### config.mk
export PLATFORM = sky130hd
export DESIGN_NAME = nrd_host
export DESIGN_NICKNAME = d
export VERILOG_FILES = /design/src/rtl/nrd_pkg.sv /design/src/rtl/nrd_byte_if.sv /design/src/rtl/nrd_host.sv /design/src/rtl/nrd_fifo.sv
export SDC_FILE = /design/constraint.sdc
export NUM_CORES = 1
export LEC_CHECK = 0
export ABC_AREA = 1
export BUFFER_PORTS_ARGS = -buffer_cell sky130_fd_sc_hd__buf_2
export CORE_MARGIN = 1
export CORE_UTILIZATION = 44
export CTS_BUF_LIST = sky130_fd_sc_hd__clkbuf_16
export DETAILED_ROUTE_END_ITERATION = 10
export HOLD_SLACK_MARGIN = 0.1
export SYNTH_ARGS = -nofsm -noshare
export SYNTH_HDL_FRONTEND = slang
export SYNTH_HIERARCHICAL = 1
export SYNTH_SLANG_ARGS = --single-unit
### constraint.sdc
create_clock -name clk -period 3.14 [get_ports clk]
set_clock_uncertainty 0.05 [all_clocks]
set_input_delay 0.471 -clock clk [delete_from_list [all_inputs] [get_ports clk]]
set_output_delay 0.471 -clock clk [all_outputs]
set_load 0.01 [all_outputs]
### src/rtl/nrd_pkg.sv
// constants, commands and types for the nand read-side host sequencer
package nrd_pkg;
    // command bytes driven with command_latch_en high
    localparam logic [7:0] CMD_READ_SETUP = 8'h00;
    localparam logic [7:0] CMD_READ_GO = 8'h30;
    localparam logic [7:0] CMD_CACHE_NEXT = 8'h31;
    localparam logic [7:0] CMD_CACHE_LAST = 8'h3F;
    localparam logic [7:0] CMD_COL_OUT = 8'h05;
    localparam logic [7:0] CMD_PLANE_OUT = 8'h06;
    localparam logic [7:0] CMD_OUT_GO = 8'hE0;

    // address cycle counts and byte indices
    localparam logic [2:0] ADDR_NONE = 3'h0;
    localparam logic [2:0] ADDR_COL = 3'h2;
    localparam logic [2:0] ADDR_FULL = 3'h5;
    localparam logic [2:0] ADDR_IDX_COL_HI = 3'h1;
    localparam logic [2:0] ADDR_IDX_ROW_LO = 3'h2;
    localparam logic [2:0] ADDR_IDX_ROW_MID = 3'h3;

    // pin timing in ns, clock period in ns
    localparam int CLK_PERIOD_NS = 32'h0000_0019;
    localparam int T_WE_LOW_NS = 32'h0000_0019;
    localparam int T_WE_HIGH_NS = 32'h0000_0019;
    localparam int T_RE_LOW_NS = 32'h0000_0019;
    localparam int T_RE_HIGH_NS = 32'h0000_0019;
    localparam int T_WR_TO_BUSY_NS = 32'h0000_0064;
    localparam int T_WR_TO_READ_NS = 32'h0000_003C;

    // least time to whole cycles, never below one
    function automatic logic [7:0] nrd_cycles(input int ns);
        int c;
        c = (ns + CLK_PERIOD_NS - 1) / CLK_PERIOD_NS;
        if (c < 1) begin
            c = 1;
        end
        return 8'(c);
    endfunction : nrd_cycles

    localparam logic [7:0] WE_LOW_CYC = nrd_cycles(T_WE_LOW_NS);
    localparam logic [7:0] WE_HIGH_CYC = nrd_cycles(T_WE_HIGH_NS);
    localparam logic [7:0] RE_LOW_CYC = nrd_cycles(T_RE_LOW_NS);
    localparam logic [7:0] RE_HIGH_CYC = nrd_cycles(T_RE_HIGH_NS);
    localparam logic [7:0] WR_TO_BUSY_CYC = nrd_cycles(T_WR_TO_BUSY_NS);
    localparam logic [7:0] WR_TO_READ_CYC = nrd_cycles(T_WR_TO_READ_NS);

    typedef enum logic [2:0] {
        OP_PAGE = 3'h0,
        OP_CACHE_SEQ = 3'h1,
        OP_CACHE_RAND = 3'h2,
        OP_CACHE_LAST = 3'h3,
        OP_TWO_PLANE = 3'h4,
        OP_COL_OUT = 3'h5,
        OP_PLANE_OUT = 3'h6
    } nrd_op_t;

    typedef enum logic [6:0] {
        ST_IDLE = 7'h01,
        ST_CMD1 = 7'h02,
        ST_ADDR = 7'h04,
        ST_CMD2 = 7'h08,
        ST_BUSY = 7'h10,
        ST_WHR = 7'h20,
        ST_READ = 7'h40
    } nrd_state_t;
endpackage : nrd_pkg

### src/rtl/nrd_byte_if.sv
// valid/ready byte stream between the sequencer and its fifo
`timescale 1ns/1ps
`default_nettype none
interface nrd_byte_if #(
    parameter int WIDTH = 8
);
    logic valid;
    logic ready;
    logic [WIDTH-1:0] data;
    modport src (output valid, output data, input ready);
    modport snk (input valid, input data, output ready);
endinterface : nrd_byte_if
`default_nettype wire

### src/rtl/nrd_host.sv
// host-side read sequencer for a parallel nand flash: page, cache, two-plane, random output
// Behaviour
// - cache reading starts with 00h then 30h; busy low during the load
// - random cache read is 00h, five address cycles, then 31h
// - two-plane read is 00h plus address, 00h plus address, then 30h
// - both two-plane addresses match except the plane-select bit
// - after two-plane read, issue 06h-E0h to pick each plane before reading
// - never issue enhanced status 78h while a two-plane read runs
// - column change is 05h, two column bytes, E0h, within the loaded page
// - plane select is 06h, two column, three row bytes, E0h, only when ready
// - wait write-to-read time after E0h before the first read strobe
`timescale 1ns/1ps
`default_nettype none
module nrd_host
    import nrd_pkg::*;
#(
    parameter int COL_W = 16,
    parameter int ROW_W = 24,
    parameter int LEN_W = 12,
    parameter int PLANE_BIT = 6,
    parameter int FIFO_DEPTH = 4
) (
    input wire logic clk,
    input wire logic reset,
    input wire logic cmd_valid,
    input wire nrd_op_t cmd_op,
    input wire logic [COL_W-1:0] cmd_col,
    input wire logic [ROW_W-1:0] cmd_row,
    input wire logic [LEN_W-1:0] cmd_len,
    output logic cmd_ready,
    output logic cmd_done,
    output logic cmd_error,
    output logic out_valid,
    output logic [7:0] out_data,
    input wire logic out_ready,
    output logic chip_en_n,
    output logic command_latch_en,
    output logic address_latch_en,
    output logic write_strobe_n,
    output logic read_strobe_n,
    output logic [7:0] io_out,
    output logic io_oe,
    input wire logic [7:0] io_in,
    input wire logic ready_busy_n
);
    // first command byte; 78h is never issued
    function automatic logic [7:0] first_cmd(input nrd_op_t op);
        case (op)
            OP_CACHE_SEQ: return CMD_CACHE_NEXT;
            OP_CACHE_LAST: return CMD_CACHE_LAST;
            OP_COL_OUT: return CMD_COL_OUT;
            OP_PLANE_OUT: return CMD_PLANE_OUT;
            default: return CMD_READ_SETUP;
        endcase
    endfunction : first_cmd

    // closing command byte; single-cycle commands have none
    function automatic logic [7:0] last_cmd(input nrd_op_t op);
        case (op)
            OP_CACHE_RAND: return CMD_CACHE_NEXT;
            OP_COL_OUT: return CMD_OUT_GO;
            OP_PLANE_OUT: return CMD_OUT_GO;
            default: return CMD_READ_GO;
        endcase
    endfunction : last_cmd

    function automatic logic [2:0] addr_cycles(input nrd_op_t op);
        case (op)
            OP_CACHE_SEQ: return ADDR_NONE;
            OP_CACHE_LAST: return ADDR_NONE;
            // column change sends two column bytes
            OP_COL_OUT: return ADDR_COL;
            default: return ADDR_FULL;
        endcase
    endfunction : addr_cycles

    nrd_state_t st_q;
    nrd_state_t st_d;
    nrd_op_t op_q;
    logic [COL_W-1:0] col_q;
    logic [ROW_W-1:0] row_q;
    logic [LEN_W-1:0] rem_q;
    logic [LEN_W-1:0] rem_d;
    logic [2:0] aidx_q;
    logic [2:0] aidx_d;
    logic [7:0] tmr_q;
    logic [7:0] tmr_d;
    logic ph_q;
    logic ph_d;
    logic pass_q;
    logic pass_d;
    logic plane_pend_q;
    logic finish;

    nrd_byte_if #(.WIDTH(8)) push_if ();
    nrd_byte_if #(.WIDTH(8)) pop_if ();

    nrd_fifo #(.WIDTH(8), .DEPTH(FIFO_DEPTH)) u_fifo (
        .clk(clk),
        .reset(reset),
        .push(push_if),
        .pop(pop_if)
    );

    wire logic accept = cmd_valid && cmd_ready;
    // column change refused after a two-plane read until another kind of command, such as a plane select, is started
    wire logic refuse = (cmd_op == OP_COL_OUT) && plane_pend_q;
    wire logic start = accept && !refuse;
    wire logic is_two = (op_q == OP_TWO_PLANE);
    wire logic has_last = (op_q != OP_CACHE_SEQ) && (op_q != OP_CACHE_LAST);
    wire logic [2:0] n_addr = addr_cycles(op_q);
    wire logic waits_busy = (op_q != OP_COL_OUT) && (op_q != OP_PLANE_OUT);
    wire logic reads = !is_two && (rem_q != '0);
    wire logic write_st = (st_q == ST_CMD1) || (st_q == ST_ADDR) || (st_q == ST_CMD2);
    wire logic [7:0] step_lim = write_st ? (ph_q ? WE_HIGH_CYC : WE_LOW_CYC)
                                         : (ph_q ? RE_HIGH_CYC : RE_LOW_CYC);
    wire logic step_end = (tmr_q == step_lim - 8'h01);
    // next-cycle view of the request, so a write byte is set up with its strobe
    wire nrd_op_t op_n = start ? cmd_op : op_q;
    wire logic [COL_W-1:0] col_n = start ? cmd_col : col_q;
    wire logic [ROW_W-1:0] row_n = start ? cmd_row : row_q;
    // plane-select bit cleared on the first pass, set on the second
    wire logic [ROW_W-1:0] plane_mask = ROW_W'(1) << PLANE_BIT;
    wire logic [ROW_W-1:0] row_pl = pass_d ? (row_n | plane_mask) : (row_n & ~plane_mask);
    wire logic [ROW_W-1:0] row_eff = (op_n == OP_TWO_PLANE) ? row_pl : row_n;
    // column bytes sent as zero on a random cache read
    wire logic [COL_W-1:0] col_eff = (op_n == OP_CACHE_RAND) ? '0 : col_n;
    wire logic [7:0] addr_byte =
        (aidx_d == '0) ? col_eff[7:0] :
        (aidx_d == ADDR_IDX_COL_HI) ? col_eff[15:8] :
        (aidx_d == ADDR_IDX_ROW_LO) ? row_eff[7:0] :
        (aidx_d == ADDR_IDX_ROW_MID) ? row_eff[15:8] : row_eff[23:16];
    wire logic [7:0] wr_byte = (st_d == ST_CMD1) ? first_cmd(op_n) :
                               (st_d == ST_CMD2) ? last_cmd(op_n) : addr_byte;
    wire logic sample = (st_q == ST_READ) && !ph_q && step_end;
    wire logic pop_take = pop_if.valid && (!out_valid || out_ready);

    assign push_if.valid = sample;
    assign push_if.data = io_in;
    assign pop_if.ready = pop_take;

    always_comb begin
        st_d = st_q;
        tmr_d = tmr_q + 8'h01;
        ph_d = ph_q;
        aidx_d = aidx_q;
        pass_d = pass_q;
        rem_d = rem_q;
        finish = 1'b0;
        case (st_q)
            ST_IDLE: begin
                tmr_d = '0;
                ph_d = 1'b0;
                aidx_d = '0;
                pass_d = 1'b0;
                if (start) begin
                    st_d = ST_CMD1;
                    rem_d = cmd_len;
                end
            end
            ST_CMD1, ST_ADDR, ST_CMD2: begin
                if (step_end && !ph_q) begin
                    ph_d = 1'b1;
                    tmr_d = '0;
                end else if (step_end) begin
                    ph_d = 1'b0;
                    tmr_d = '0;
                    if (st_q == ST_CMD1 && n_addr != ADDR_NONE) begin
                        st_d = ST_ADDR;
                        aidx_d = '0;
                    end else if (st_q == ST_ADDR && aidx_q != n_addr - 3'h1) begin
                        aidx_d = aidx_q + 3'h1;
                    end else if (st_q == ST_ADDR && is_two && !pass_q) begin
                        // second 00h and plane-1 address before 30h
                        st_d = ST_CMD1;
                        pass_d = 1'b1;
                    end else if (st_q != ST_CMD2 && has_last) begin
                        // closing command after the last address byte
                        st_d = ST_CMD2;
                    end else begin
                        // writes ending in E0h go to the read wait
                        st_d = waits_busy ? ST_BUSY : ST_WHR;
                    end
                end
            end
            ST_BUSY: begin
                // hold off until ready_busy_n returns high
                if (tmr_q >= WR_TO_BUSY_CYC && ready_busy_n) begin
                    tmr_d = '0;
                    ph_d = 1'b1;
                    st_d = reads ? ST_READ : ST_IDLE;
                    finish = !reads;
                end else if (tmr_q >= WR_TO_BUSY_CYC) begin
                    tmr_d = tmr_q;
                end
            end
            ST_WHR: begin
                if (tmr_q == WR_TO_READ_CYC - 8'h01) begin
                    tmr_d = '0;
                    ph_d = 1'b1;
                    st_d = reads ? ST_READ : ST_IDLE;
                    finish = !reads;
                end
            end
            ST_READ: begin
                // bytes stream from the current column, one per strobe
                if (!ph_q && step_end) begin
                    ph_d = 1'b1;
                    tmr_d = '0;
                    rem_d = rem_q - LEN_W'(1);
                end else if (ph_q && step_end && rem_q == '0) begin
                    st_d = ST_IDLE;
                    finish = 1'b1;
                end else if (ph_q && step_end && push_if.ready) begin
                    ph_d = 1'b0;
                    tmr_d = '0;
                end else if (ph_q && step_end) begin
                    tmr_d = tmr_q;
                end
            end
            default: begin
                st_d = ST_IDLE;
            end
        endcase
    end

    wire logic write_d = (st_d == ST_CMD1) || (st_d == ST_ADDR) || (st_d == ST_CMD2);

    always_ff @(posedge clk) begin
        if (reset) begin
            st_q <= ST_IDLE;
            tmr_q <= '0;
            ph_q <= 1'b0;
            aidx_q <= '0;
            pass_q <= 1'b0;
            rem_q <= '0;
        end else begin
            st_q <= st_d;
            tmr_q <= tmr_d;
            ph_q <= ph_d;
            aidx_q <= aidx_d;
            pass_q <= pass_d;
            rem_q <= rem_d;
        end
    end

    always_ff @(posedge clk) begin
        if (reset) begin
            op_q <= OP_PAGE;
            col_q <= '0;
            row_q <= '0;
        end else if (start) begin
            op_q <= cmd_op;
            col_q <= cmd_col;
            row_q <= cmd_row;
        end
    end

    always_ff @(posedge clk) begin
        if (reset) begin
            plane_pend_q <= 1'b0;
        end else if (finish && is_two) begin
            plane_pend_q <= 1'b1;
        end else if (start && cmd_op != OP_COL_OUT) begin
            plane_pend_q <= 1'b0;
        end
    end

    // pins: registered from the next state so every output is a flip-flop
    always_ff @(posedge clk) begin
        if (reset) begin
            chip_en_n <= 1'b1;
            command_latch_en <= 1'b0;
            address_latch_en <= 1'b0;
            write_strobe_n <= 1'b1;
            read_strobe_n <= 1'b1;
            io_out <= '0;
            io_oe <= 1'b0;
        end else begin
            chip_en_n <= (st_d == ST_IDLE);
            // latch enables mark command and address bytes
            command_latch_en <= (st_d == ST_CMD1) || (st_d == ST_CMD2);
            address_latch_en <= (st_d == ST_ADDR);
            write_strobe_n <= !(write_d && !ph_d);
            read_strobe_n <= !((st_d == ST_READ) && !ph_d);
            io_oe <= write_d;
            io_out <= write_d ? wr_byte : '0;
        end
    end

    // request-side flags
    always_ff @(posedge clk) begin
        if (reset) begin
            cmd_ready <= 1'b0;
            cmd_done <= 1'b0;
            cmd_error <= 1'b0;
        end else begin
            // new commands only while the device shows ready
            cmd_ready <= (st_d == ST_IDLE) && !accept && ready_busy_n;
            cmd_done <= finish;
            cmd_error <= accept && refuse;
        end
    end

    always_ff @(posedge clk) begin
        if (reset) begin
            out_valid <= 1'b0;
            out_data <= '0;
        end else if (pop_take) begin
            out_valid <= 1'b1;
            out_data <= pop_if.data;
        end else if (out_ready) begin
            out_valid <= 1'b0;
        end
    end
endmodule : nrd_host
`default_nettype wire

### src/rtl/nrd_fifo.sv
// parameterised fifo with valid/ready on both sides
`timescale 1ns/1ps
`default_nettype none
module nrd_fifo
    import nrd_pkg::*;
#(
    parameter int WIDTH = 8,
    parameter int DEPTH = 4
) (
    input wire logic clk,
    input wire logic reset,
    nrd_byte_if.snk push,
    nrd_byte_if.src pop
);
    localparam int AW = $clog2(DEPTH);

    logic [WIDTH-1:0] mem [DEPTH];
    logic [AW:0] wr_ptr_q;
    logic [AW:0] rd_ptr_q;
    wire logic empty;
    wire logic full;
    wire logic do_push;
    wire logic do_pop;

    assign empty = (wr_ptr_q == rd_ptr_q);
    assign full = (wr_ptr_q[AW] != rd_ptr_q[AW]) && (wr_ptr_q[AW-1:0] == rd_ptr_q[AW-1:0]);
    assign push.ready = !full;
    assign pop.valid = !empty;
    assign pop.data = mem[rd_ptr_q[AW-1:0]];
    assign do_push = push.valid && !full;
    assign do_pop = pop.ready && !empty;

    always_ff @(posedge clk) begin
        if (do_push) begin
            mem[wr_ptr_q[AW-1:0]] <= push.data;
        end
    end

    always_ff @(posedge clk) begin
        if (reset) begin
            wr_ptr_q <= '0;
            rd_ptr_q <= '0;
        end else begin
            wr_ptr_q <= wr_ptr_q + (AW+1)'(do_push);
            rd_ptr_q <= rd_ptr_q + (AW+1)'(do_pop);
        end
    end
endmodule : nrd_fifo
`default_nettype wire

# Yosys cells after proc, flatten, opt, wreduce, memory -nomap -nowiden
# Memories as Yosys holds them, arrays and structs flattened. A register that Yosys moved wholly into a read port is not among the register bits.
# Cells that the tools add are included.
[word_totals]
reg_bits = 100
mem_bits_rw = 32
memories = 1
[op_classes]
addsub = 6
order_cmp = 1
n_eq_ne = 41
muxes = 72
bitwise_logic = 1
n_reduce_logical = 59
[memory_table]
columns = ["memory", "depth", "word_bits", "rd", "rd_ports_with_merged_regs", "wr", "line_no", "text"]
rows = [
  ["u_fifo.mem", 4, 8, 1, 1, 1, "nrd_fifo.sv:17", "logic [WIDTH-1:0] mem [DEPTH];"],
]
[ops]
columns = ["cell", "n"]
rows = [
  ["8-bit two-way mux", 15],
  ["7-bit two-way mux", 12],
  ["8-bit one-hot mux with 5 select lines", 1],
  ["7-bit one-hot mux with 5 select lines", 1],
  ["16-bit two-way mux", 2],
  ["1-bit logical AND", 29],
  ["12-bit two-way mux", 2],
  ["24-bit two-way mux", 1],
  ["12-bit one-hot mux with 2 select lines", 1],
  ["6-bit one-hot mux with 4 select lines", 1],
  ["1-bit two-way mux", 22],
  ["3-bit == test, second input constant", 6],
  ["6-bit two-way mux", 3],
  ["8-bit one-hot mux with 2 select lines", 1],
  ["3-bit by 2-bit == test with 1-bit output, second input constant", 5],
  ["3-bit two-way mux", 5],
  ["7-bit by 1-bit == test with 1-bit output, second input constant", 2],
  ["7-bit by 2-bit == test with 1-bit output, second input constant", 2],
  ["7-bit by 3-bit == test with 1-bit output, second input constant", 2],
  ["7-bit by 4-bit == test with 1-bit output, second input constant", 2],
  ["7-bit == test, second input constant", 2],
  ["1-bit logical NOT", 12],
  ["12-bit logical NOT", 1],
  ["3-bit != test, second input constant", 4],
  ["other kinds (35)", 46],
]

# Depth between registers and ports, before layout
[depth]
depth_word = 18
mapped_depth = 22

# By module
# Netlist, hierarchy kept.
[modules_own_cells]
columns = ["mod", "n_inst", "cells_each", "area_per_inst_um2"]
rows = [
  ["nrd_host", 1, 735, 5221.3],
  ["nrd_fifo", 1, 125, 1556.5],
]

# Worst setup path after synthesis
# No wires, ideal clock.
[synth_path]
kind = "input to register"
from = "in cmd_op[2]"
to = "reg io_out[0]"
arrival_ns = 2.123
setup_slack_ns = 0.849
stages = 17
path_buffers = 1
path_cell_list = "nand2_1 nor2_1 nand2_1 nand2_1 buf_2 o21ai_0 inv_1 nor2_1 inv_1 nor2_2 inv_1 nand2_2 o21ai_0 inv_1 nand2_1 nand2_1 a21oi_1"
[synth_via]
elab_chain_cells = 12
word_cells_on_any_way = 34
cone_classes = "eq/ne: 10; mux: 16; bitwise: 1; reduce/logical: 7"
[synth_lines]
columns = ["item", "line_no", "text"]
rows = [
  ["start: declaration", "nrd_host.sv:26", "input wire nrd_op_t cmd_op,"],
  ["3-bit == test", "nrd_host.sv:107", "wire logic refuse = (cmd_op == OP_COL_OUT) && plane_pend_q;"],
  ["1-bit logical AND", "nrd_host.sv:107", ""],
  ["1-bit logical NOT", "nrd_host.sv:108", "wire logic start = accept && !refuse;"],
  ["1-bit logical AND", "nrd_host.sv:108", ""],
  ["3-bit two-way mux / 24-bit two-way mux (equally long branches)", "n/a", ""],
  ["3-bit == test / 7-bit two-way mux (equally long branches)", "nrd_host.sv:125, nrd_host.sv:124", ""],
  ["7-bit two-way mux", "nrd_host.sv:125", "wire logic [ROW_W-1:0] row_eff = (op_n == OP_TWO_PLANE) ? row_pl : row_n;"],
  ["8-bit two-way mux", "nrd_host.sv:131", "(aidx_d == ADDR_IDX_ROW_LO) ? row_eff[7:0] :"],
  ["8-bit two-way mux", "nrd_host.sv:130", "(aidx_d == ADDR_IDX_COL_HI) ? col_eff[15:8] :"],
  ["8-bit two-way mux", "nrd_host.sv:129", "(aidx_d == '0) ? col_eff[7:0] :"],
  ["8-bit two-way mux", "nrd_host.sv:134", "(st_d == ST_CMD2) ? last_cmd(op_n) : addr_byte;"],
  ["8-bit two-way mux", "nrd_host.sv:133", "wire logic [7:0] wr_byte = (st_d == ST_CMD1) ? first_cmd(op_n) :"],
  ["end signal: assignment", "nrd_host.sv:287", "io_out <= write_d ? wr_byte : '0;"],
  ["end: declaration", "nrd_host.sv:41", "output logic [7:0] io_out,"],
]
# Several ways; a longest one is shown, not always the timed one.
# A chain may end at the register's enable or synchronous reset.

# Worst setup path in the final report
[layout_path]
from = "reg st_q[4]"
to = "reg io_out[1]"
[layout_via]
elab_chain_cells = 14
word_cells_on_any_way = 48
cone_classes = "eq/ne: 14; mux: 23; bitwise: 1; reduce/logical: 10"
[layout_lines]
columns = ["item", "line_no", "text"]
rows = [
  ["start: declaration", "nrd_host.sv:77", "nrd_state_t st_q;"],
  ["start signal: assignment", "nrd_host.sv:238", "st_q <= st_d;"],
  ["7-bit by 3-bit == test with 1-bit output / 7-bit by 4-bit != test with 1-bit output (equally long branches)", "n/a", ""],
  ["1-bit logical AND, on equally long branches", "nrd_host.sv:171, nrd_host.sv:173, nrd_host.sv:177", ""],
  ["3-bit two-way mux, or another cell as far along", "nrd_host.sv:171", "end else if (st_q == ST_ADDR && aidx_q != n_addr - 3'h1) begin"],
  ["3-bit two-way mux / 6-bit two-way mux (equally long branches)", "nrd_host.sv:168, nrd_host.sv:173", ""],
  ["3-bit two-way mux / 7-bit two-way mux (equally long branches)", "nrd_host.sv:165, nrd_host.sv:171", ""],
  ["3-bit two-way mux / 7-bit two-way mux (equally long branches)", "nrd_host.sv:162, nrd_host.sv:168", ""],
  ["3-bit one-hot mux with 2 select lines / 7-bit two-way mux (equally long branches)", "nrd_host.sv:150, nrd_host.sv:165", ""],
  ["3-bit by 2-bit == test with 1-bit output / 7-bit two-way mux (equally long branches)", "nrd_host.sv:132, nrd_host.sv:162", ""],
  ["8-bit two-way mux / 7-bit one-hot mux with 5 select lines (equally long branches)", "nrd_host.sv:132, nrd_host.sv:150", ""],
  ["8-bit two-way mux, or another cell as far along", "nrd_host.sv:131", ""],
  ["8-bit two-way mux / 1-bit logical OR (equally long branches)", "nrd_host.sv:130, nrd_host.sv:227", ""],
  ["8-bit two-way mux / 1-bit logical OR (equally long branches)", "nrd_host.sv:129, nrd_host.sv:227", ""],
  ["8-bit two-way mux / 1-bit inverter (equally long branches)", "n/a", ""],
  ["8-bit two-way mux / 2-bit OR reduction (equally long branches)", "n/a", ""],
]
# Several ways; a longest one is shown, not always the timed one.

==> results.json <==
{
  "place.gp.congestion": 0.864,
  "outcome": "finished, final reports clean",
  "syn_area_per_cell_um2": 7.88,
  "yosys.cell_types.count": 55,
  "routed_wl_um": 16600,
  "cts-buffers-inserted": 17,
  "htree_levels": 4,
  "vias": 5922,
  "max-clock-path-buffers": 2,
  "critical_path.cell_chain": "inv_2 -> nand2_4 -> nor2_2 -> nand4_1 -> nand2_1 -> nor2_2 -> nand2_1 -> inv_1 -> nand2_1 -> a21boi_2 -> nand2_2 -> clkinv_2 -> nand2_1 -> nand2_1 -> o21ai_1 -> nand3_1 -> a21oi_1",
  "port_buffers": 93,
  "core-area_mm2": 0.0148,
  "ir_worst_vdd_uv": 404,
  "slowest_stage": "dfxtp_1",
  "synth_seq_cells": 140,
  "ys_warn_count": 6,
  "min_path_type": "input port to flop",
  "power_frac_comb": 0.113,
  "leakagePower_nw": 3.79,
  "cts_tree": "done",
  "fp.dieH_um": 126,
  "hold_viol": 0,
  "grtUsageTotal": 0.220,
  "end_kind": "flop",
  "dr.pass1.iters": 7,
  "first_iter_violations": 554,
  "synth_flop_cell": "dfxtp_1",
  "synthArstFlopShare": 0,
  "gr-total-overflow": 0,
  "crit_path_frequent_cell": "nand2_1",
  "area_growth_syn_to_layout_pct": 18.7,
  "place_area_mm2": 0.00748,
  "clk_latency_ps": 420,
  "worstPathMaxFanout": 8,
  "vias_per_cell": 5.09,
  "worst_path_dominant_cell_family": "simple AND/OR/NAND/NOR gates",
  "internal-power_mw": 3.21,
  "relSlewSlack": 0.511,
  "fp.dieW_um": 126,
  "path_buf_inv": 3,
  "antennaDiodeCount": 0,
  "maxCapViolations": 0,
  "synth_area_mm2": 0.00678,
  "max_freq_mhz": 370,
  "final_common_cell": "nor2_1",
  "synthCells": 860,
  "grt_start_max_net_pins": 41,
  "path_class": "flop to flop",
  "min_period_over_period": 0.860,
  "required_ps": 3440,
  "p_sw_mw": 1.16,
  "postSynthNetCount": 937,
  "clkSinkCount": 140,
  "antenna_found_initial": 0,
  "setup_viol": 0,
  "drc": 0,
  "p_sw_frac": 0.265,
  "dieArea_mm2": 0.0159,
  "cts_setup_buffers": 0,
  "synth_edf_count": 32,
  "start_util": 0.459,
  "drive_above_1_share": 0.199,
  "p_clk_frac": 0.446,
  "cp-start-kind": "flop",
  "layout.nets": 1043,
  "grt_pass1_wl_um": 27600,
  "power_density_mw_per_mm2": 543,
  "final_max_slew_viol_count": 0,
  "n_fill_cell": 1471,
  "stdcell_area_mm2": 0.00805,
  "avgRoutedWirePerCell_um": 14.3,
  "clkTransAtPathRegs_ps": 60,
  "dp_cells": 1131,
  "io_pins": 94,
  "ys_seq_area_frac": 0.461,
  "tns_ps": 0,
  "period_needed_ps": 2700,
  "seqPwrFrac": 0.441,
  "final_cells": 1163,
  "rsz0062_at_grt": "no",
  "ant_nets": 0,
  "max_stage_delay_ps": 370,
  "arrival_ps": 3000,
  "tightest_slew_ps": 728,
  "cts-hold-fix-buffers": 0,
  "mostFrequentLayoutCells": "nor2_1 (158), nand2_1 (130), dfxtp_1 (108)",
  "cts_resized": 0,
  "rows": 44,
  "grt_pass1_vias": 5449,
  "clockRootBuffer": "clkbuf_16",
  "dp_hpwl_um": 12000
}
==> area by class of cell <==
| cell class | instances | area (um2) | share of cell area |
|---|---|---|---|
| repair buffers | 107 | 571 | 0.0709 |
| multi-input cells | 597 | 3160 | 0.392 |
| well taps | 184 | 230 | 0.0286 |
| clock inverters | 14 | 121 | 0.0151 |
| clock buffers | 18 | 450 | 0.0560 |
| flip-flops and latches | 140 | 3120 | 0.388 |
| inverters | 103 | 394 | 0.0490 |
==> metal layers <==
layer	track usage	routed length, um	share of wire
met5	0	0	0
met4	0.0666	106	0.0064
met3	0.0404	746	0.045
met1	0.318	8460	0.51
met2	0.334	7290	0.44
==> cells by family after synthesis <==
| kind of cell | count (synthesis) | share of synthesized area |
|---|---|---|
| xor gates and xnor gates | 8 | 0.0114 |
| muxes | 29 | 0.0428 |
| AOI/OAI and AO/OA | 153 | 0.127 |
| adders and majority gates | 9 | 0.0166 |
| and+or+nand+nor | 398 | 0.268 |
| DFF | 140 | 0.461 |
| buffers and inverters | 123 | 0.0737 |
==> metrics by stage <==
| step | utilization | power (mW) | setup slack, ps | hold WS (ps) |
|---|---|---|---|---|
| 2_1_floorplan | - | 2.30 | 849 | 391 |
| 3_3_place_gp | 0.507 | 2.46 | 413 | 410 |
| 5_1_grt | 0.545 | 4.55 | 149 | 198 |
| 4_1_cts | 0.545 | 4.40 | 510 | 198 |
| 6_report | 0.545 | 4.37 | 441 | 209 |
| 3_5_place_dp | 0.507 | 2.46 | 410 | 421 |
==> power groups by stage <==
stage | sequential, mW | clock (mW) | combinational (mW)
6_report | 1.93 | 1.95 | 0.494
5_1_grt | 1.93 | 2.05 | 0.561
4_1_cts | 1.93 | 1.98 | 0.494
3_5_place_dp | 1.97 | 0 | 0.492
3_3_place_gp | 1.96 | 0 | 0.494
2_1_floorplan | 1.96 | 0 | 0.335
==> sequential cells by signal, indices dropped and copies added (netlist names), 3 cells and up <==
name,cells
u_fifo/mem,32
row_q,24
col_q,16
rem_q,12
io_out,8
out_data,8
tmr_q,8
st_q,7
aidx_q,3
op_q,3
u_fifo/rd_ptr_q,3
u_fifo/wr_ptr_q,3
==> cells in the mapped netlist, types with 13 or more instances <==
master    instances  share of area
or2_2            13          0.012
inv_1            91          0.050
nor3_1           14          0.010
nand2_1         131          0.073
o21ai_0          75          0.055
mux2i_1          29          0.043
a21oi_1          39          0.029
edfxtp_1         32           0.14
nand4_1          17          0.016
dfxtp_1         108           0.32
nor2_1          158          0.088
nand3_1          25          0.018
==> path summary, 6_finish.rpt <==
path | startpoint | endpoint | slack [ps] | cells after the start
setup / recovery | st_q[4]$_SDFF_PP0_ | io_out[1]$_SDFF_PP0_ | 440 | 17
hold / removal | io_in[4] | u_fifo/mem[3][4]$_DFFE_PP_ | 210 | 1
setup reg to reg | st_q[4]$_SDFF_PP0_ | io_out[1]$_SDFF_PP0_ | 440 | 17
hold reg to reg | out_data[3]$_SDFFE_PP0P_ | out_data[3]$_SDFFE_PP0P_ | 430 | 2
Power figures use the tool's default switching activity.
